<file path="config.mk">
export PLATFORM = sky130hd
export DESIGN_NAME = gsr_status
export DESIGN_NICKNAME = d
export VERILOG_FILES = /design/src/core/gsr_errq.sv /design/src/core/gsr_status.sv
export SDC_FILE = /design/constraint.sdc
export NUM_CORES = 1
export LEC_CHECK = 0
export CELL_PAD_IN_SITES_DETAIL_PLACEMENT = 0
export CELL_PAD_IN_SITES_GLOBAL_PLACEMENT = 2
export CORE_MARGIN = 4
export CORE_UTILIZATION = 42
export CTS_CLUSTER_SIZE = 16
export DETAILED_ROUTE_END_ITERATION = 12
export DONT_BUFFER_PORTS = 1
export HOLD_SLACK_MARGIN = 0.05
export PLACE_DENSITY_LB_ADDON = 0.1
export REMOVE_ABC_BUFFERS = 1
export SYNTH_ARGS = -nofsm -noshare
export SYNTH_HDL_FRONTEND = slang
export SYNTH_SLANG_ARGS = --single-unit
</file>
<file path="constraint.sdc">
create_clock -name clk -period 3.55 [get_ports clk]
set_input_delay 0.355 -clock clk [delete_from_list [all_inputs] [get_ports clk]]
set_output_delay 0.355 -clock clk [all_outputs]
set_load 0.005 [all_outputs]
</file>
<file path="src/core/gsr_errq.sv">
// Status reporting package and the error queue that it feeds.
// Assumes one instrument clock and a synchronous, active-high reset shared by all users.

`timescale 1ns/1ps

package gsr_pkg;
    // Event status bit positions.
    localparam int ESR_OPC_BIT  = 0;
    localparam int ESR_RSV_BIT  = 1;
    localparam int ESR_QRY_BIT  = 2;
    localparam int ESR_DDE_BIT  = 3;
    localparam int ESR_EXE_BIT  = 4;
    localparam int ESR_CME_BIT  = 5;
    localparam int ESR_URQ_BIT  = 6;
    localparam int ESR_PON_BIT  = 7;
    // Status byte bit positions.
    localparam int STB_EAV_BIT  = 2;
    localparam int STB_QUES_BIT = 3;
    localparam int STB_MAV_BIT  = 4;
    localparam int STB_ESB_BIT  = 5;
    localparam int STB_MSS_BIT  = 6;
    localparam int STB_OPER_BIT = 7;
    // Status byte bits that can raise a service request.
    localparam logic [7:0] SRQ_BITS    = 8'hBC;
    // Reset values: the power-on event is already recorded when reset releases.
    localparam logic [7:0] ESR_RST     = 8'h80;
    localparam logic [7:0] ESE_RST     = 8'h00;
    localparam logic [7:0] SRE_RST     = 8'h00;
    localparam logic [7:0] PPE_RST     = 8'h00;
    localparam logic [2:0] PPLINE_RST  = 3'h0;
    localparam logic [15:0] NO_ERROR   = 16'h0000;
    localparam int ERRQ_DEPTH          = 16;
    localparam int CODE_W              = 16;

    typedef enum logic [3:0] {
        GSR_CMD_WR_PRE = 4'h0,
        GSR_CMD_RD_PRE = 4'h1,
        GSR_CMD_WR_ESE = 4'h2,
        GSR_CMD_RD_ESE = 4'h3,
        GSR_CMD_RD_ESR = 4'h4,
        GSR_CMD_WR_SRE = 4'h5,
        GSR_CMD_RD_SRE = 4'h6,
        GSR_CMD_RD_STB = 4'h7,
        GSR_CMD_RD_IST = 4'h8,
        GSR_CMD_RD_ERR = 4'h9,
        GSR_CMD_CLS    = 4'hA
    } gsr_cmd_t;
endpackage

module gsr_errq #(
    parameter int DEPTH = gsr_pkg::ERRQ_DEPTH,
    parameter int W     = gsr_pkg::CODE_W
) (
    // Clock and reset
    input  wire logic         clk,
    input  wire logic         srst,
    // Write side
    input  wire logic         push,
    input  wire logic [W-1:0] push_code,
    input  wire logic         flush,
    // Read side
    input  wire logic         pop,
    output logic      [W-1:0] head_code,
    output logic              empty,
    output logic              full
);
    localparam int AW = $clog2(DEPTH);

    logic [W-1:0]  mem [DEPTH];
    logic [AW-1:0] wr_ptr_reg;
    logic [AW-1:0] rd_ptr_reg;
    logic [AW:0]   count_reg;
    logic          do_push;
    logic          do_pop;

    // A full queue drops new entries so that the oldest causes stay readable.
    assign full      = (count_reg == (AW+1)'(DEPTH));
    assign empty     = (count_reg == '0);
    assign do_push   = push && (!full || flush);
    assign do_pop    = pop && !empty;
    assign head_code = mem[rd_ptr_reg];

    always_ff @(posedge clk) begin
        if (do_push) begin
            mem[flush ? '0 : wr_ptr_reg] <= push_code;
        end
    end

    // An error arriving in the flush cycle is kept as the only entry after the flush, just as its event bit is kept.
    always_ff @(posedge clk) begin
        if (srst) begin
            wr_ptr_reg <= '0;
            rd_ptr_reg <= '0;
            count_reg  <= '0;
        end else if (flush) begin
            wr_ptr_reg <= do_push ? AW'(1) : '0;
            rd_ptr_reg <= '0;
            count_reg  <= (AW+1)'(do_push);
        end else begin
            if (do_push) begin
                wr_ptr_reg <= (wr_ptr_reg == AW'(DEPTH-1)) ? '0 : wr_ptr_reg + 1'b1;
            end
            if (do_pop) begin
                rd_ptr_reg <= (rd_ptr_reg == AW'(DEPTH-1)) ? '0 : rd_ptr_reg + 1'b1;
            end
            count_reg <= count_reg + (AW+1)'(do_push) - (AW+1)'(do_pop);
        end
    end
endmodule // gsr_errq

</file>
<file path="src/core/gsr_status.sv">
// Status reporting core: event status and its enable, status byte, service request,
// individual status flag, serial and parallel poll answers, and the error queue.
// Assumes the command parser and bus interface run on clk; only the local key is a pin.
//
// Operation
// - IST is OR of status byte bits ANDed with PPE, bit 6 included.
// - PPE mask is written and read back by commands.
// - Event bit 0 sets when operation-complete arrives after all earlier commands.
// - Event bit 2 sets on a query error.
// - Event bit 3 sets on device error, and its code enters the error queue.
// - Event bit 4 sets on execution error, and its code enters the error queue.
// - Event bit 5 sets on command error, and its code enters the error queue.
// - Event bit 6 sets when the local key returns the unit to manual control.
// - Event bit 7 sets at power up.
// - Event register readable; event enable mask written and read back.
// - Service request when status bits 2,3,4,5 or 7 are set and enabled.
// - Serial poll answers with the status byte, same as the status query.
// - Parallel poll drives the assigned line with IST, optionally inverted.
// - Parallel poll line and sense are configured and stored before use.
// - IST query returns the individual status flag without a poll.
// - Every status query answers one number equal to the register bits.
// - Each cycle with a device, execution or command error adds one entry while not full; error query pops one, or returns zero.
// - Status bit 5 is set while any enabled event bit is set.
// - Status bit 6 summarises enabled status bits; enable bit 6 ignored.
// - Reading the event register returns it and then clears it.
// - Status bit 2 is set while the error queue is not empty.

`timescale 1ns/1ps

module gsr_status (
    // Clock and reset
    input  wire logic                          clk,
    input  wire logic                          srst,
    // Command port from the parser
    input  wire logic                          cmd_valid,
    input  wire gsr_pkg::gsr_cmd_t             cmd_code,
    input  wire logic [7:0]                    cmd_data,
    // Query answer
    output logic                               rsp_valid,
    output logic [gsr_pkg::CODE_W-1:0]         rsp_data,
    // Events from the instrument
    input  wire logic                          opc_done,
    input  wire logic                          query_err,
    input  wire logic                          dev_err,
    input  wire logic [gsr_pkg::CODE_W-1:0]    dev_err_code,
    input  wire logic                          exec_err,
    input  wire logic [gsr_pkg::CODE_W-1:0]    exec_err_code,
    input  wire logic                          syntax_err,
    input  wire logic [gsr_pkg::CODE_W-1:0]    syntax_err_code,
    input  wire logic                          msg_avail,
    input  wire logic                          local_key,
    // Serial poll
    input  wire logic                          spoll_req,
    output logic [7:0]                         spoll_byte,
    // Parallel poll configuration and response
    input  wire logic                          pp_cfg_valid,
    input  wire logic                          pp_cfg_enable,
    input  wire logic [2:0]                    pp_cfg_line,
    input  wire logic                          pp_cfg_invert,
    input  wire logic                          pp_active,
    output logic [7:0]                         pp_dio_o,
    output logic [7:0]                         pp_dio_oe,
    // Summary outputs
    output logic                               srq,
    output logic                               ist
);
    import gsr_pkg::*;

    logic [7:0]        esr_reg;
    logic [7:0]        esr_set;
    logic [7:0]        ese_reg;
    logic [7:0]        sre_reg;
    logic [7:0]        ppe_reg;
    logic              pp_en_reg;
    logic [2:0]        pp_line_reg;
    logic              pp_inv_reg;
    logic [7:0]        stb;
    logic              esb;
    logic              mss;
    logic              esr_rd;
    logic              err_rd;
    logic              cls;
    logic              eq_empty;
    logic              eq_full;
    logic              eq_push;
    logic [CODE_W-1:0] eq_code;
    logic [CODE_W-1:0] eq_head;
    logic [2:0]        key_sync_reg;
    logic              key_reg;
    logic              key_rise;

    ////////////////////////////////////////////////////////////////////////////////
    // Local key pin: three flops, a change is accepted once the last two agree.

    always_ff @(posedge clk) begin
        if (srst) begin
            key_sync_reg <= 3'h0;
            key_reg      <= 1'b0;
        end else begin
            key_sync_reg <= {key_sync_reg[1:0], local_key};
            if (key_sync_reg[1] == key_sync_reg[2]) begin
                key_reg <= key_sync_reg[2];
            end
        end
    end

    assign key_rise = (key_sync_reg[1] == key_sync_reg[2]) && key_sync_reg[2] && !key_reg;

    ////////////////////////////////////////////////////////////////////////////////
    // Event status register.

    assign esr_rd = cmd_valid && (cmd_code == GSR_CMD_RD_ESR);
    assign err_rd = cmd_valid && (cmd_code == GSR_CMD_RD_ERR);
    assign cls    = cmd_valid && (cmd_code == GSR_CMD_CLS);

    always_comb begin
        esr_set              = 8'h00;
        esr_set[ESR_OPC_BIT] = opc_done;
        esr_set[ESR_QRY_BIT] = query_err;
        esr_set[ESR_DDE_BIT] = dev_err;
        esr_set[ESR_EXE_BIT] = exec_err;
        esr_set[ESR_CME_BIT] = syntax_err;
        esr_set[ESR_URQ_BIT] = key_rise;
        esr_set[ESR_RSV_BIT] = 1'b0;
    end

    // An event landing in the read or clear cycle survives, so no event is ever lost.
    always_ff @(posedge clk) begin
        if (srst) begin
            esr_reg <= ESR_RST;
        end else if (esr_rd || cls) begin
            esr_reg <= esr_set;
        end else begin
            esr_reg <= esr_reg | esr_set;
        end
    end

    ////////////////////////////////////////////////////////////////////////////////
    // Enable masks and parallel poll configuration.

    always_ff @(posedge clk) begin
        if (srst) begin
            ese_reg <= ESE_RST;
            sre_reg <= SRE_RST;
            ppe_reg <= PPE_RST;
        end else if (cmd_valid) begin
            if (cmd_code == GSR_CMD_WR_ESE) begin
                ese_reg <= cmd_data;
            end
            if (cmd_code == GSR_CMD_WR_SRE) begin
                sre_reg <= cmd_data;
            end
            if (cmd_code == GSR_CMD_WR_PRE) begin
                ppe_reg <= cmd_data;
            end
        end
    end

    always_ff @(posedge clk) begin
        if (srst) begin
            pp_en_reg   <= 1'b0;
            pp_line_reg <= PPLINE_RST;
            pp_inv_reg  <= 1'b0;
        end else if (pp_cfg_valid) begin
            pp_en_reg   <= pp_cfg_enable;
            pp_line_reg <= pp_cfg_line;
            pp_inv_reg  <= pp_cfg_invert;
        end
    end

    ////////////////////////////////////////////////////////////////////////////////
    // Status byte, service request and individual status.

    assign esb = |(esr_reg & ese_reg);

    // The summary is taken before bit 6 is filled in, so it never feeds on itself.
    always_comb begin
        stb               = 8'h00;
        stb[STB_EAV_BIT]  = !eq_empty;
        stb[STB_QUES_BIT] = 1'b0;
        stb[STB_MAV_BIT]  = msg_avail;
        stb[STB_ESB_BIT]  = esb;
        stb[STB_OPER_BIT] = 1'b0;
        mss               = |(stb & sre_reg & SRQ_BITS);
        stb[STB_MSS_BIT]  = mss;
    end

    assign srq = mss;
    assign ist = |(stb & ppe_reg);

    ////////////////////////////////////////////////////////////////////////////////
    // Error queue: one entry per cycle; when several coincide only one code enters, command over execution over device.

    assign eq_push = syntax_err || exec_err || dev_err;
    assign eq_code = syntax_err ? syntax_err_code : (exec_err ? exec_err_code : dev_err_code);

    gsr_errq #(
        .DEPTH (ERRQ_DEPTH),
        .W     (CODE_W)
    ) u_errq (
        .clk       (clk),
        .srst      (srst),
        .push      (eq_push),
        .push_code (eq_code),
        .flush     (cls),
        .pop       (err_rd),
        .head_code (eq_head),
        .empty     (eq_empty),
        .full      (eq_full)
    );

    ////////////////////////////////////////////////////////////////////////////////
    // Query answers, one cycle after the command.

    always_ff @(posedge clk) begin
        if (srst) begin
            rsp_valid <= 1'b0;
            rsp_data  <= NO_ERROR;
        end else begin
            rsp_valid <= cmd_valid && (cmd_code inside {GSR_CMD_RD_PRE, GSR_CMD_RD_ESE, GSR_CMD_RD_ESR,
                                                        GSR_CMD_RD_SRE, GSR_CMD_RD_STB, GSR_CMD_RD_IST,
                                                        GSR_CMD_RD_ERR});
            if (cmd_valid) begin
                unique case (cmd_code)
                    GSR_CMD_RD_PRE: rsp_data <= {8'h00, ppe_reg};
                    GSR_CMD_RD_ESE: rsp_data <= {8'h00, ese_reg};
                    GSR_CMD_RD_ESR: rsp_data <= {8'h00, esr_reg};
                    GSR_CMD_RD_SRE: rsp_data <= {8'h00, sre_reg};
                    GSR_CMD_RD_STB: rsp_data <= {8'h00, stb};
                    GSR_CMD_RD_IST: rsp_data <= {15'h0000, ist};
                    GSR_CMD_RD_ERR: rsp_data <= eq_empty ? NO_ERROR : eq_head;
                    default:        rsp_data <= rsp_data;
                endcase
            end
        end
    end

    ////////////////////////////////////////////////////////////////////////////////
    // Serial and parallel poll answers.

    always_ff @(posedge clk) begin
        if (srst) begin
            spoll_byte <= 8'h00;
        end else if (spoll_req) begin
            spoll_byte <= stb;
        end
    end

    // Each line is driven only while a poll is active and this unit owns that line.
    for (genvar i = 0; i < 8; i++) begin : g_pp_line
        always_ff @(posedge clk) begin
            if (srst) begin
                pp_dio_o[i]  <= 1'b0;
                pp_dio_oe[i] <= 1'b0;
            end else begin
                pp_dio_o[i]  <= ist ^ pp_inv_reg;
                pp_dio_oe[i] <= pp_active && pp_en_reg && (pp_line_reg == 3'(i));
            end
        end
    end

    ////////////////////////////////////////////////////////////////////////////////
    // Checks.

    property p_ist_or;
        @(posedge clk) disable iff (srst) ist == |({1'b0, mss, esb, msg_avail, 1'b0, !eq_empty, 2'b00} & ppe_reg);
    endproperty
    a_ist_or: assert property (p_ist_or) else $error("IST does not match status byte and PPE");

    property p_ppe_rb;
        @(posedge clk) disable iff (srst)
            (cmd_valid && cmd_code == GSR_CMD_WR_PRE) ##1 !(cmd_valid && cmd_code == GSR_CMD_WR_PRE)
            ##1 (cmd_valid && cmd_code == GSR_CMD_RD_PRE)
            |=> rsp_valid && rsp_data[7:0] == $past(cmd_data, 3);
    endproperty
    a_ppe_rb: assert property (p_ppe_rb) else $error("PPE read back differs from write");

    property p_opc;
        @(posedge clk) disable iff (srst) opc_done |=> esr_reg[ESR_OPC_BIT];
    endproperty
    a_opc: assert property (p_opc) else $error("Operation complete bit not set");

    property p_syntax_q;
        @(posedge clk) disable iff (srst) syntax_err && !eq_full |=> !eq_empty && esr_reg[ESR_CME_BIT];
    endproperty
    a_syntax_q: assert property (p_syntax_q) else $error("Command error not recorded");

    property p_esr_read;
        @(posedge clk) disable iff (srst)
            esr_rd && esr_set == 8'h00 |=> esr_reg == 8'h00 && rsp_valid && rsp_data[7:0] == $past(esr_reg);
    endproperty
    a_esr_read: assert property (p_esr_read) else $error("Event register read did not return and clear");

    property p_srq;
        @(posedge clk) disable iff (srst) srq == |({1'b0, 1'b0, esb, msg_avail, 1'b0, !eq_empty, 2'b00} & sre_reg);
    endproperty
    a_srq: assert property (p_srq) else $error("Service request does not match enabled status");

    property p_err_empty;
        @(posedge clk) disable iff (srst) err_rd && eq_empty |=> rsp_valid && rsp_data == NO_ERROR;
    endproperty
    a_err_empty: assert property (p_err_empty) else $error("Empty error queue did not answer zero");

    property p_pp_drive;
        @(posedge clk) disable iff (srst)
            pp_active && pp_en_reg |=> pp_dio_oe[$past(pp_line_reg)] && $onehot(pp_dio_oe)
                                       && pp_dio_o[$past(pp_line_reg)] == ($past(ist) ^ $past(pp_inv_reg));
    endproperty
    a_pp_drive: assert property (p_pp_drive) else $error("Parallel poll line not driven correctly");

    property p_spoll;
        @(posedge clk) disable iff (srst) spoll_req |=> spoll_byte == $past(stb);
    endproperty
    a_spoll: assert property (p_spoll) else $error("Serial poll byte differs from status byte");

    property p_zero_bits;
        @(posedge clk) disable iff (srst) !esr_reg[ESR_RSV_BIT] && !stb[STB_QUES_BIT] && !stb[STB_OPER_BIT];
    endproperty
    a_zero_bits: assert property (p_zero_bits) else $error("Unused status bit set");
endmodule // gsr_status

</file>
* After elaboration in Yosys (flattened, before gate mapping)
Memory sizes are Yosys's and may differ from the RTL's. A register that Yosys moved wholly into a read port is not among the register bits.
Cells that the tools add are included.
** Word-level totals
- Register bits :: 84
- Bits in writable memories :: 256
- Input port bits :: 78
- Logic and storage cells :: 111
- Memories kept :: 1
** Operators by class
- $add $sub $neg :: 4
- Eq/ne operators :: 21
- Mux-type cells :: 16
- Bitwise gates (word level) :: 5
- Reductions and logical operators :: 38
** Memory list
- u_errq.mem :: words 16, width 16, read ports 1, clocked after Yosys merged registers in 1, wr ports 1, RTL line gsr_errq.sv:69 : logic [W-1:0] mem [DEPTH];
** Operators with widths (count)
- case mux 16 bit (7 select lines) :: 1
- two-way mux 16 bit :: 3
- two-way mux 4 bit :: 7
- equality test 4 bit, second input constant :: 5
- logical AND 1 bit :: 17
- equality test 4 x 3 -> 1 bit, second input constant :: 4
- OR reduction 8 bit :: 2
- equality test 3 bit, second input constant :: 4
- adder 4 x 1 -> 4 bit, second input constant :: 2
- AND 6 x 8 -> 8 bit :: 1
- AND 7 x 8 -> 8 bit :: 1
- AND 8 bit :: 1
- equality test 4 x 2 -> 1 bit, second input constant :: 2
- two-way mux 8 bit :: 1
- OR 8 x 7 -> 8 bit :: 1
- AND reduction 2 bit :: 4
- nonzero test 7 bit :: 1
- equality test 3 x 2 -> 1 bit, second input constant :: 2
- adder 5 x 1 -> 5 bit :: 1
- equality test 5 bit, second input constant :: 1
- zero test 5 bit :: 1
- OR reduction 5 bit :: 1
- subtractor 5 x 1 -> 5 bit :: 1
- equality test 4 x 1 -> 1 bit, second input constant :: 1
- 10 further kinds :: 19

* Depth between registers and ports, before layout
Gate-level depths: netlist of the first run.
- Word-level depth :: 7
- Mapped depth :: 15
- Depth with buffers taken out :: 14

* Modules after synthesis
Synthesis of the first run repeated with hierarchy kept, for this count alone.
** Unflattened totals
- Cells, all modules :: 907
- Area, all modules :: 14044.7 sq um
** Modules (own cells, without submodules)
- gsr_errq :: times used 1, cells each 509, area an instance 10566.4 sq um, seq. area each 8027.7 sq um
- gsr_status :: times used 1, cells each 398, area an instance 3478.3 sq um, seq. area each 1401.3 sq um

* Least setup slack after synthesis of the first run
Ideal clock, no wire load.
- Kind :: input to register
- From :: in exec_err
- To :: mem u_errq.mem[2][0] (netlist bit) (enable)
- Library setup time :: 0.430 ns
- Arrival time :: 3.078 ns
- Required time :: 3.120 ns
- Setup slack :: 0.042 ns
- Stages :: 5
- Buffers on the path :: 1
- Path through :: clkbuf_1 -> nor3_1 -> a21oi_1 -> nand2_1 -> nor4_1
** On the way
- Word-level cells in the longest chain between the ends :: 5
** RTL lines
- from (decl) :: RTL line gsr_status.sv:46 : input wire logic exec_err,
- logical OR 1 bit (2 in series) :: RTL line gsr_status.sv:194 : assign eq_push = syntax_err || exec_err || dev_err;
- logical AND 1 bit :: RTL line gsr_errq.sv:79 : assign do_push = push && (!full || flush);
- two-way mux 1 bit :: RTL line gsr_errq.sv:84 : if (do_push) begin
- two-way mux 1 bit :: RTL line gsr_errq.sv:85 : mem[flush ? '0 : wr_ptr_reg] <= push_code;
- to (decl) :: RTL line gsr_errq.sv:69
Every way passes these cells.

* Final worst setup path of the first run
- From :: reg u_errq.count_reg[2]
- To :: out ist
** On the way
- Word-level cells in the longest chain between the ends :: 6
** RTL lines
- from (decl) :: RTL line gsr_errq.sv:72 : logic [AW:0] count_reg;
- from (signal assigned) :: RTL line gsr_errq.sv:98 : count_reg <= (AW+1)'(do_push);
- from (signal assigned) :: RTL line gsr_errq.sv:106 : count_reg <= count_reg + (AW+1)'(do_push) - (AW+1)'(do_pop);
- zero test 5 bit * :: RTL line gsr_errq.sv:78 : assign empty = (count_reg == '0);
- zero test 1 bit * :: RTL line gsr_status.sv:179 : stb[STB_EAV_BIT] = !eq_empty;
- AND 6 x 8 -> 8 bit :: RTL line gsr_status.sv:184 : mss = |(stb & sre_reg & SRQ_BITS);
- OR reduction 5 bit :: RTL line gsr_status.sv:184
- AND 7 x 8 -> 8 bit * :: RTL line gsr_status.sv:189 : assign ist = |(stb & ppe_reg);
- OR reduction 8 bit * :: RTL line gsr_status.sv:189
- to (decl) :: RTL line gsr_status.sv:65 : output logic ist
Every way passes the cells marked *; elsewhere a longest branch is shown, timed or not.

==> run_summary.xml, run 1 <==
<?xml version="1.0" encoding="UTF-8"?>
<metrics>
  <group name="run_status">
    <metric name="outcome" unit="">finished clean</metric>
  </group>
  <group name="route">
    <metric name="average_via_count_per_standard_cell" unit="">5.68</metric>
    <metric name="drc" unit="">0</metric>
    <metric name="detailroute.via_count" unit="">7966</metric>
    <metric name="ant_nets" unit="">0</metric>
    <metric name="first_iter_violations" unit="">537</metric>
    <metric name="post_drt_wl_per_cell" unit="um">24.5</metric>
    <metric name="route.final.wire_length" unit="um">34400</metric>
    <metric name="drt_pre_antenna_iters" unit="">4</metric>
  </group>
  <group name="sta">
    <metric name="final_max_slew_viols" unit="">0</metric>
    <metric name="tightest_slew" unit="ns">0.917</metric>
    <metric name="rsz_0062_raised_after_global_routing" unit="">no</metric>
    <metric name="slew_headroom" unit="%">38.5</metric>
    <metric name="period_share" unit="%">82.8</metric>
    <metric name="fin_worst_skew" unit="ns">0.0133</metric>
    <metric name="hold_violation_count_in_the_final_report" unit="">0</metric>
    <metric name="finalWorstPathRequiredPeriod" unit="ns">2.94</metric>
    <metric name="timing.fmax" unit="MHz">340</metric>
    <metric name="final-setup-viol-count" unit="">0</metric>
  </group>
  <group name="critical_path">
    <metric name="worst-setup-path-type" unit="">register to output port</metric>
    <metric name="rr_endpoint" unit="">u_errq.count_reg[4]</metric>
    <metric name="cp-end-kind" unit="">output port</metric>
    <metric name="kind_of_cell_adding_the_most_delay_to_the_critical_path" unit="">simple AND/OR/NAND/NOR gates</metric>
    <metric name="worstPathCellList" unit="">inv_1 &gt; ha_1 &gt; or4b_2 &gt; a22o_1 &gt; a22oi_1 &gt; nand2_1</metric>
    <metric name="beginning_of_the_critical_path" unit="">u_errq.count_reg[2]</metric>
    <metric name="critical_path.endpoint" unit="">ist</metric>
    <metric name="critical_path_depth" unit="">6</metric>
    <metric name="critPathSlowestCell" unit="">or4b_2</metric>
    <metric name="worst_r2r_startpoint" unit="">u_errq.count_reg[2]</metric>
    <metric name="path_max_fanout" unit="">4</metric>
    <metric name="critical_path.n_buffers_inverters" unit="">1</metric>
    <metric name="critical_path.max_stage_delay" unit="ns">0.70</metric>
    <metric name="critPathRequiredTime" unit="ns">3.19</metric>
    <metric name="ff2ff_path_depth" unit="">15</metric>
    <metric name="cp-start-kind" unit="">register</metric>
    <metric name="arrival" unit="ns">2.58</metric>
    <metric name="regToRegSetupSlack" unit="ns">0.91</metric>
  </group>
  <group name="synthesis">
    <metric name="synth-seq-area-share" unit="%">67.5</metric>
    <metric name="synth_seq_cells" unit="">343</metric>
    <metric name="yosys_warnings" unit="">0</metric>
    <metric name="synth_top_area_cell" unit="">edfxtp_1</metric>
    <metric name="syn_avg_cell_area" unit="um^2">16.1</metric>
    <metric name="asyncSetResetFlopFracSynth" unit="%">0</metric>
    <metric name="synth.lib_cells_used.distinct" unit="">58</metric>
    <metric name="synthDominantCellAreaShare" unit="%">55.0</metric>
    <metric name="netlist_top_cells_area" unit="">edfxtp_1, dfxtp_1, mux4_2</metric>
    <metric name="synth.cell_area" unit="um^2">14000</metric>
    <metric name="count_of_flip_flops_with_a_built_in_enable_after_synthesis" unit="">256</metric>
    <metric name="synth_top_flop_cell" unit="">edfxtp_1</metric>
    <metric name="post_synth_inst_count" unit="">868</metric>
  </group>
  <group name="finish">
    <metric name="area_growth_syn_to_layout" unit="%">16.0</metric>
    <metric name="final_nets" unit="">1019</metric>
    <metric name="top_register" unit="">u_errq.mem</metric>
    <metric name="n_antenna_cell" unit="">0</metric>
    <metric name="largest_register_ffs" unit="">256</metric>
    <metric name="finish.utilization" unit="%">49.5</metric>
    <metric name="instances_no_fill" unit="">1402</metric>
    <metric name="top_regs" unit="">u_errq.mem x256, rsp_data x16</metric>
    <metric name="drive_gt1_share" unit="%">19.6</metric>
  </group>
  <group name="global_route">
    <metric name="grt_start_max_net_pins" unit="">47</metric>
    <metric name="globalRouteMet3Util" unit="%">4.05</metric>
    <metric name="grt.met1_usage" unit="%">25.3</metric>
    <metric name="via_count_of_the_first_global_routing_pass" unit="">8234</metric>
    <metric name="first_pass_grt_wire_length" unit="um">51200</metric>
    <metric name="overflow" unit="">0</metric>
    <metric name="gr-usage-all-layers" unit="%">18.8</metric>
    <metric name="gr-usage-met2" unit="%">31.0</metric>
    <metric name="antenna_violations_before_repair" unit="">0</metric>
    <metric name="grt_most_used_layer" unit="">met2</metric>
  </group>
  <group name="placement">
    <metric name="dpl.hpwl" unit="um">22600</metric>
    <metric name="dpl.cell_count" unit="">1306</metric>
    <metric name="place.gp.congestion" unit="">0.880</metric>
    <metric name="numPortBuffers" unit="">0</metric>
  </group>
  <group name="clock_network">
    <metric name="clockRootBuffer" unit="">clkbuf_16</metric>
    <metric name="cts_made_buffers" unit="">37</metric>
    <metric name="tritoncts" unit="">done</metric>
    <metric name="clock_network_latency_to_the_later_pin_of_the_worst_skew_pair" unit="ns">0.52</metric>
    <metric name="cts_max_level" unit="">2</metric>
    <metric name="clock-sinks" unit="">343</metric>
    <metric name="path_clk_slew" unit="ns">0.06</metric>
    <metric name="clk_path_buf_depth" unit="">3</metric>
  </group>
  <group name="min_path">
    <metric name="min_from" unit="">pp_active</metric>
    <metric name="min_delay_path_depth" unit="">2</metric>
    <metric name="hp-class" unit="">input pin to register</metric>
  </group>
  <group name="floorplan">
    <metric name="die_height" unit="um">190</metric>
    <metric name="die_width" unit="um">190</metric>
    <metric name="placementRows" unit="">66</metric>
    <metric name="top_level_ports" unit="">121</metric>
    <metric name="floorplan.die_area" unit="um^2">36200</metric>
    <metric name="core-area" unit="um^2">32700</metric>
    <metric name="start_util" unit="%">42.7</metric>
  </group>
  <group name="power">
    <metric name="static-leakage-power" unit="nW">5.45</metric>
    <metric name="pwr_density_cell" unit="nW/um^2">594</metric>
    <metric name="vdd_drop_max" unit="uV">400</metric>
  </group>
  <group name="flow_run">
    <metric name="cap_violations" unit="">0</metric>
  </group>
</metrics>
logic make-up after synthesis:
| group | Yosys count | synth area share [%] |
|---|---|---|
| DFF | 343 | 67.5 |
| and+or+nand+nor | 189 | 6.36 |
| AOI/OAI and AO/OA | 125 | 5.73 |
| muxes | 121 | 16.3 |
| buffers and inverters | 74 | 2.85 |
| adders and majority gates | 10 | 0.950 |
| xor gates and xnor gates | 5 | 0.314 |
| other | 1 | 0.0269 |
layout make-up:
class | instances | area [um^2]
Timing Repair Buffer | 81 | 713
Fill cell | 2794 | 16500
Multi-Input combinational cell | 454 | 4190
Tap cell | 442 | 553
Sequential cell | 343 | 9430
Clock inverter | 22 | 262
Inverter | 14 | 52.6
Clock buffer | 46 | 1000
what timing repair did:
item                      in CTS  in global routing
hold endpoints to repair      46                  0
gates resized for setup        0                  0
buffers inserted               0                  0
hold buffers                  28                  0
cells in the final DEF, fill, tap and decap left out, drive strengths merged, types with 4 or more instances in the layout:
master and instances:
nor2 58, edfxtp 256, nand2b 17, bufinv 5, inv 16, nand3 14, dfxtp 87, ha 9
clkbuf 46, o22ai 5, conb 4, o221ai 4, clkinv 12, dlygate4sd3 27, mux4 80, o21ai 30
a211oi 4, a21oi 44, nor3 13, a32o 10, a22oi 6, buf 54, nor2b 12, nor4 4
nand3b 4, mux2i 40, nand2 54
synth_stat cells (all sizes together) (6+ instances only):
master / number
nor2: 58
ha: 9
buf: 31
a32o: 10
mux4: 80
a21oi: 44
nand2: 54
clkbuf: 29
edfxtp: 256
nand2b: 17
o21ai: 30
mux2i: 40
nor2b: 12
inv: 13
dfxtp: 87
a22oi: 6
nor3: 13
nand3: 14
where the power goes:
group / internal [mW] / switching (mW)
Combinational: 0.435 / 0.549
Sequential: 4.58 / 0.113
Clock: 2.38 / 1.56
layer usage:
| metal | vias to the layer above | wire length, um |
|---|---|---|
| met5 | - | 0 |
| met1 | 4077 | 14400 |
| met4 | 0 | 1020 |
| li1 | 3531 | - |
| met3 | 70 | 2250 |
| met2 | 288 | 16600 |
through the flow:
| step | worst slack, ns | power (mW) | cell area, um^2 | hold WS (ns) | TNS (ns) |
|---|---|---|---|---|---|
| 2_1_floorplan | -0.366 | 5.35 | 13600 | 0.414 | -3.26 |
| 5_1_grt | 0.463 | 10.0 | 16200 | 0.0919 | 0 |
| 3_3_place_gp | 0.920 | 5.69 | 14700 | 0.430 | 0 |
| 6_report | 0.610 | 9.62 | 16200 | 0.0761 | 0 |
| 3_5_place_dp | 0.848 | 5.73 | 14700 | 0.433 | 0 |
| 4_1_cts | 0.569 | 9.73 | 16200 | 0.0635 | 0 |
worst min path at each step:
stage,to
after floorplan,key_sync_reg[1]
after global placement,key_sync_reg[1]
after detailed placement,key_sync_reg[2]
after CTS,pp_dio_oe[6]
after global routing,pp_dio_oe[2]
final,pp_dio_oe[6]
worst reg2reg max path: cells and delay by family, from the launching register on:
family / cells / cell delay (ns)
and+or+nand+nor: 4 / 0.70
buffers and inverters: 5 / 0.44
DFF: 1 / 0.32
AOI/OAI and AO/OA: 2 / 0.25
adders and majority gates: 4 / 0.86
Note: power is estimated with default switching activity, not from simulation.
==> inputs of run 2 (changes only) <==
Settings changed: CORE_UTILIZATION 42 to 46.
Clock period 3.55 ns to 2.9 ns, I/O delays scaled along.
==> run 2 against run 1 <==
  * Clock power is 18% higher
  * Total power increased by 20%
  * Non-clock buffer count down 7
  * Hold slack better by 0.012 ns
  * Sequential cell count unchanged
  * Final area is 0.57% lower
  * Clock skew rose by 0.0012 ns
  * Sequential power increased by 22%
  * Die area down 8.3%
  * Wire length decreased by 1.3%
  * First-iteration DRC count increased by 7.4%
  * Combinational power is 19% higher
  * Largest power group unchanged
==> run_summary.xml, run 2 (synthesized netlist as in run 1, its figures left out) <==
<?xml version="1.0" encoding="UTF-8"?>
<metrics>
  <group name="clock_network">
    <metric name="cts_max_level" unit="">2</metric>
    <metric name="clockRootBuffer" unit="">clkbuf_16</metric>
    <metric name="clk_path_buf_depth" unit="">3</metric>
    <metric name="tritoncts" unit="">done</metric>
    <metric name="clock-sinks" unit="">343</metric>
    <metric name="clock_network_latency_to_the_later_pin_of_the_worst_skew_pair" unit="ns">0.52</metric>
    <metric name="cts_made_buffers" unit="">38</metric>
    <metric name="path_clk_slew" unit="ns">0.06</metric>
  </group>
  <group name="sta">
    <metric name="finalWorstPathRequiredPeriod" unit="ns">2.76</metric>
    <metric name="rsz_0062_raised_after_global_routing" unit="">no</metric>
    <metric name="slew_headroom" unit="%">34.2</metric>
    <metric name="final_max_slew_viols" unit="">0</metric>
    <metric name="timing.fmax" unit="MHz">363</metric>
    <metric name="tightest_slew" unit="ns">0.980</metric>
    <metric name="final-setup-viol-count" unit="">0</metric>
    <metric name="fin_worst_skew" unit="ns">0.0145</metric>
    <metric name="hold_violation_count_in_the_final_report" unit="">0</metric>
    <metric name="period_share" unit="%">95.0</metric>
  </group>
  <group name="finish">
    <metric name="final_nets" unit="">1013</metric>
    <metric name="top_regs" unit="">u_errq.mem x256, rsp_data x16</metric>
    <metric name="largest_register_ffs" unit="">256</metric>
    <metric name="fillerInstances" unit="">2419</metric>
    <metric name="area_of_combinational_cells_with_multiple_inputs" unit="um^2">4200</metric>
    <metric name="drive_gt1_share" unit="%">18.7</metric>
    <metric name="n_antenna_cell" unit="">0</metric>
    <metric name="finish.instance_area" unit="um^2">16100</metric>
    <metric name="top_register" unit="">u_errq.mem</metric>
    <metric name="area_growth_syn_to_layout" unit="%">15.4</metric>
    <metric name="commonest_cells_after_routing_fill_and_taps_aside" unit="">edfxtp_1, dfxtp_1, mux4_2, nor2_1, nand2_1</metric>
    <metric name="layout.area.seq" unit="um^2">9430</metric>
    <metric name="mostFrequentLayoutCell" unit="">edfxtp_1</metric>
  </group>
  <group name="critical_path">
    <metric name="critPathRequiredTime" unit="ns">2.61</metric>
    <metric name="cp-end-kind" unit="">output port</metric>
    <metric name="worst-setup-path-type" unit="">register to output port</metric>
    <metric name="cp-start-kind" unit="">register</metric>
    <metric name="path_max_fanout" unit="">3</metric>
    <metric name="arrival" unit="ns">2.47</metric>
  </group>
  <group name="route">
    <metric name="detailroute.via_count" unit="">7906</metric>
    <metric name="first_iter_violations" unit="">577</metric>
    <metric name="post_drt_wl_per_cell" unit="um">25.3</metric>
    <metric name="drc" unit="">0</metric>
    <metric name="drt_pre_antenna_iters" unit="">5</metric>
    <metric name="ant_nets" unit="">0</metric>
    <metric name="route.final.wire_length" unit="um">33900</metric>
    <metric name="average_via_count_per_standard_cell" unit="">5.90</metric>
  </group>
  <group name="placement">
    <metric name="numPortBuffers" unit="">0</metric>
    <metric name="placed_cell_area" unit="um^2">14500</metric>
    <metric name="dpl.hpwl" unit="um">20400</metric>
    <metric name="place.gp.congestion" unit="">0.883</metric>
  </group>
  <group name="global_route">
    <metric name="first_pass_grt_wire_length" unit="um">50500</metric>
    <metric name="grt_start_max_net_pins" unit="">48</metric>
    <metric name="overflow" unit="">0</metric>
    <metric name="via_count_of_the_first_global_routing_pass" unit="">8144</metric>
    <metric name="antenna_violations_before_repair" unit="">0</metric>
    <metric name="gr-usage-all-layers" unit="%">20.2</metric>
  </group>
  <group name="flow_run">
    <metric name="cap_violations" unit="">0</metric>
  </group>
  <group name="floorplan">
    <metric name="die_height" unit="um">182</metric>
    <metric name="floorplan.die_area" unit="um^2">33200</metric>
    <metric name="top_level_ports" unit="">121</metric>
    <metric name="start_util" unit="%">46.9</metric>
    <metric name="die_width" unit="um">182</metric>
    <metric name="core-area" unit="um^2">29800</metric>
    <metric name="placementRows" unit="">63</metric>
  </group>
  <group name="power">
    <metric name="vdd_drop_max" unit="uV">531</metric>
    <metric name="static-leakage-power" unit="nW">5.40</metric>
    <metric name="pwr_density_cell" unit="nW/um^2">717</metric>
    <metric name="report.power.total" unit="mW">11.6</metric>
  </group>
  <group name="min_path">
    <metric name="hp-class" unit="">input pin to register</metric>
  </group>
  <group name="run_status">
    <metric name="outcome" unit="">finished clean</metric>
  </group>
</metrics>
## run 2: cell types whose count changed in the layout (fill, tap and decap cells not counted), moves of 2 or more
cell,before,now
o21ai_1,1,9
clkinv_1,7,4
buf_4,51,37
o21ai_0,29,21
clkinvlp_4,3,1
clkbuf_1,5,8
inv_6,2,0
bufinv_16,5,2
buf_12,3,7
dlygate4sd3_1,27,30
clkbuf_8,4,7
## run 2: worst paths after layout
path	startpoint	end	slack [ns]	cells past startpoint
setup / recovery	u_errq.count_reg[3]	srq	0.14	6
hold / removal	srst	esr_reg[2]	0.09	2
setup reg to reg	u_errq.count_reg[2]	u_errq.count_reg[4]	0.29	15
hold reg to reg	key_sync_reg[0]	key_sync_reg[1]	0.45	1
## run 2: per-stage QoR
stage                     std cells  hold WS (ns)  worst slack (ns)  util, %  setup TNS (ns)
after floorplan                 811         0.359             -1.02        -          -39.03
after global placement         1242         0.368             0.294     48.8               0
after detailed placement       1242         0.368             0.235     48.8               0
after CTS                      1339        0.0634            0.0101     54.0               0
after global routing           1341        0.0872           0.00921     54.1               0
final                          1341        0.0879             0.144     54.1               0
## run 2: metal layers
metal	vias up	wire length, um	track usage [%]
li1	3512	-	-
met1	4051	13800	26.3
met2	290	17100	34.9
met3	53	2210	4.07
met4	0	805	5.73
met5	-	0	0
## run 2: critical path, cell delays in order, from the launching register on
cell	delay [ns]
dfxtp_1	0.32
inv_1	0.08
ha_1	0.19
or4b_2	0.70
a22o_1	0.25
a21oi_1	0.30
inv_1	0.12
## run 2: cell type report
cell class	instances	area share, %
Sequential cell	343	58.6
Multi-Input combinational cell	454	26.1
Clock buffer	53	6.69
Timing Repair Buffer	74	4.46
Tap cell	390	3.03
Clock inverter	13	0.870
Inverter	14	0.326
## run 2: where the power goes
part,switching (mW),internal (mW)
registers,0.138,5.61
clock network,1.86,2.78
logic,0.648,0.518
## run 2: timing repair
item	CTS	global route
hold endpoints to repair	57	0
hold buffers	31	0
gates resized for setup	0	2
setup buffers	0	2
setup endpoints to repair	0	2
==> inputs of run 3 (changes only) <==
Settings changed: ABC_AREA set to 1, CORE_UTILIZATION 46 to 42.
==> run 3 against run 2 <==
  * Final area rose by 2.8%
  * Critical path depth increased by 14
  * Sequential share of layout area shrank 1.6 points
  * Register-to-register slack barely moved
  * Critical endpoint is now u_errq.count_reg[4]
  * Critical path type is now register to register
==> run_summary.xml, run 3 <==
<?xml version="1.0" encoding="UTF-8"?>
<metrics>
  <group name="run_status">
    <metric name="outcome" unit="">finished clean</metric>
  </group>
  <group name="clock_network">
    <metric name="cts_made_buffers" unit="">40</metric>
    <metric name="tritoncts" unit="">done</metric>
    <metric name="path_clk_slew" unit="ns">0.05</metric>
    <metric name="clock-sinks" unit="">343</metric>
    <metric name="cts_max_level" unit="">2</metric>
    <metric name="clock_network_latency_to_the_later_pin_of_the_worst_skew_pair" unit="ns">0.55</metric>
    <metric name="clk_path_buf_depth" unit="">3</metric>
    <metric name="clockRootBuffer" unit="">clkbuf_16</metric>
  </group>
  <group name="critical_path">
    <metric name="cp-start-kind" unit="">register</metric>
    <metric name="critPathRequiredTime" unit="ns">3.33</metric>
    <metric name="cp-end-kind" unit="">register</metric>
    <metric name="worst-setup-path-type" unit="">register to register</metric>
    <metric name="ff2ff_path_depth" unit="">20</metric>
    <metric name="arrival" unit="ns">3.04</metric>
    <metric name="path_max_fanout" unit="">8</metric>
  </group>
  <group name="power">
    <metric name="vdd_drop_max" unit="uV">496</metric>
    <metric name="static-leakage-power" unit="nW">5.87</metric>
    <metric name="pwr_density_cell" unit="nW/um^2">736</metric>
  </group>
  <group name="sta">
    <metric name="period_share" unit="%">90.0</metric>
    <metric name="rsz_0062_raised_after_global_routing" unit="">no</metric>
    <metric name="timing.fmax" unit="MHz">383</metric>
    <metric name="hold_violation_count_in_the_final_report" unit="">0</metric>
    <metric name="final_max_slew_viols" unit="">0</metric>
    <metric name="tightest_slew" unit="ns">1.21</metric>
    <metric name="final-setup-viol-count" unit="">0</metric>
    <metric name="fin_worst_skew" unit="ns">0.0142</metric>
    <metric name="finalWorstPathRequiredPeriod" unit="ns">2.61</metric>
    <metric name="slew_headroom" unit="%">19.5</metric>
  </group>
  <group name="synthesis">
    <metric name="yosysMostFrequentCell" unit="">edfxtp_1</metric>
    <metric name="ys_top_cells_by_count" unit="">edfxtp_1, nor2_1, nand2_1</metric>
    <metric name="synthDominantCellAreaShare" unit="%">54.0</metric>
    <metric name="synth-seq-area-share" unit="%">66.2</metric>
    <metric name="synth_top_flop_cell" unit="">edfxtp_1</metric>
    <metric name="netlist_top_cells_area" unit="">edfxtp_1, dfxtp_1, nor2_1</metric>
    <metric name="yosys_warnings" unit="">0</metric>
    <metric name="synth.cell_area" unit="um^2">14200</metric>
    <metric name="asyncSetResetFlopFracSynth" unit="%">0</metric>
    <metric name="synth.lib_cells_used.distinct" unit="">41</metric>
    <metric name="count_of_flip_flops_with_a_built_in_enable_after_synthesis" unit="">256</metric>
    <metric name="synth_top_area_cell" unit="">edfxtp_1</metric>
    <metric name="syn_avg_cell_area" unit="um^2">10.6</metric>
    <metric name="synth_seq_cells" unit="">343</metric>
    <metric name="post_synth_inst_count" unit="">1347</metric>
  </group>
  <group name="finish">
    <metric name="final_nets" unit="">1486</metric>
    <metric name="top_register" unit="">u_errq.mem</metric>
    <metric name="n_antenna_cell" unit="">0</metric>
    <metric name="finish.instance_area" unit="um^2">16600</metric>
    <metric name="commonest_cells_after_routing_fill_and_taps_aside" unit="">edfxtp_1, nor2_1, nand2_1, o21ai_0, a21oi_1</metric>
    <metric name="area_growth_syn_to_layout" unit="%">16.2</metric>
    <metric name="top_regs" unit="">u_errq.mem x256, rsp_data x16</metric>
    <metric name="drive_gt1_share" unit="%">11.3</metric>
    <metric name="mostFrequentLayoutCell" unit="">edfxtp_1</metric>
    <metric name="finish.utilization" unit="%">49.4</metric>
    <metric name="largest_register_ffs" unit="">256</metric>
  </group>
  <group name="placement">
    <metric name="numPortBuffers" unit="">0</metric>
    <metric name="placed_cell_area" unit="um^2">14900</metric>
    <metric name="place.gp.congestion" unit="">0.782</metric>
    <metric name="dpl.hpwl" unit="um">23800</metric>
  </group>
  <group name="route">
    <metric name="average_via_count_per_standard_cell" unit="">5.30</metric>
    <metric name="drt_pre_antenna_iters" unit="">7</metric>
    <metric name="detailroute.via_count" unit="">9949</metric>
    <metric name="ant_nets" unit="">0</metric>
    <metric name="route.final.wire_length" unit="um">39700</metric>
    <metric name="drc" unit="">0</metric>
    <metric name="first_iter_violations" unit="">655</metric>
    <metric name="post_drt_wl_per_cell" unit="um">21.2</metric>
  </group>
  <group name="global_route">
    <metric name="first_pass_grt_wire_length" unit="um">59500</metric>
    <metric name="overflow" unit="">0</metric>
    <metric name="grt_start_max_net_pins" unit="">94</metric>
    <metric name="gr-usage-all-layers" unit="%">21.5</metric>
    <metric name="via_count_of_the_first_global_routing_pass" unit="">9644</metric>
    <metric name="antenna_violations_before_repair" unit="">0</metric>
  </group>
  <group name="floorplan">
    <metric name="top_level_ports" unit="">121</metric>
    <metric name="start_util" unit="%">42.5</metric>
    <metric name="core-area" unit="um^2">33500</metric>
    <metric name="placementRows" unit="">67</metric>
    <metric name="die_height" unit="um">192</metric>
    <metric name="die_width" unit="um">192</metric>
    <metric name="floorplan.die_area" unit="um^2">36900</metric>
  </group>
  <group name="min_path">
    <metric name="hp-class" unit="">input pin to register</metric>
    <metric name="min_delay_path_depth" unit="">2</metric>
  </group>
  <group name="flow_run">
    <metric name="cap_violations" unit="">0</metric>
  </group>
</metrics>
==> run 3: layout make-up <==
| type | count | area (um^2) |
|---|---|---|
| well taps | 448 | 561 |
| multi-input cells | 836 | 4090 |
| clock buffers | 59 | 1150 |
| repair buffers | 87 | 876 |
| flip-flops and latches | 343 | 9430 |
| inverters | 90 | 343 |
| clock inverters | 15 | 105 |
| fillers | 3174 | 17000 |
==> run 3: path summary, 6_finish.rpt <==
path | from | endpoint | slack (ns)
max | u_errq.count_reg[3] | u_errq.count_reg[4] | 0.29
min | syntax_err | u_errq.count_reg[0] | 0.09
max reg2reg | u_errq.count_reg[3] | u_errq.count_reg[4] | 0.29
min reg2reg | key_sync_reg[0] | key_sync_reg[1] | 0.41
==> run 3: repair_timing <==
action | CTS | global route
gates resized for setup | 0 | 8
setup buffers | 0 | 1
hold buffers | 35 | 0
setup endpoints to repair | 0 | 1
endpoints found under the hold margin | 76 | 0
==> run 3: layer usage <==
metal	vias up	routed length, um	global-route usage (%)
met1	4857	18900	32.0
met2	248	18000	32.9
met4	0	696	4.99
li1	4798	-	-
met5	-	0	0
met3	46	2170	4.14
==> run 3: kinds of logic (layout without fill, tap and decap cells) <==
family          Yosys count  count (layout)  synth area share, %
buf+inv                 171             251                 5.60
compound gates          346             346                 13.6
xor+xnor                  4               4                0.246
fa+ha+maj                10              10                0.931
other cells               1               4               0.0263
simple gates            472             472                 13.4
flops                   343             343                 66.2
==> run 3: power by group <==
group | total [mW] | internal, mW | switching (mW)
Clock | 4.83 | 2.85 | 1.98
Sequential | 5.81 | 5.69 | 0.120
Combinational | 1.54 | 0.526 | 1.02
Total | 12.2 | 9.07 | 3.11
==> run 3: worst max-delay path, stage by stage (launching register included) <==
cell,delay [ns]
dfxtp_1,0.31
inv_1,0.08
ha_1,0.15
nand2_1,0.08
nor2_4,0.12
nand2_2,0.07
nand2_2,0.08
inv_4,0.07
nand2_4,0.08
inv_2,0.04
ha_1,0.28
inv_1,0.07
ha_2,0.18
inv_1,0.06
fa_2,0.36
inv_2,0.06
nand2_1,0.05
a21oi_1,0.11
nor2_1,0.07
o21ai_1,0.12
a21oi_1,0.05
==> run 3: stage by stage <==
| stage | TNS (ns) | setup slack, ns | total power, mW | hold slack, ns | cells |
|---|---|---|---|---|---|
| after floorplan | -26.06 | -1.67 | 6.74 | 0.352 | 1269 |
| after global placement | 0 | 0.137 | 7.36 | 0.364 | 1768 |
| after global routing | 0 | 0.0517 | 12.7 | 0.0840 | 1878 |
| final | 0 | 0.290 | 12.2 | 0.0862 | 1878 |
| after CTS | 0 | 0.0743 | 12.3 | 0.0575 | 1877 |
| after detailed placement | 0 | 0.115 | 7.36 | 0.365 | 1768 |
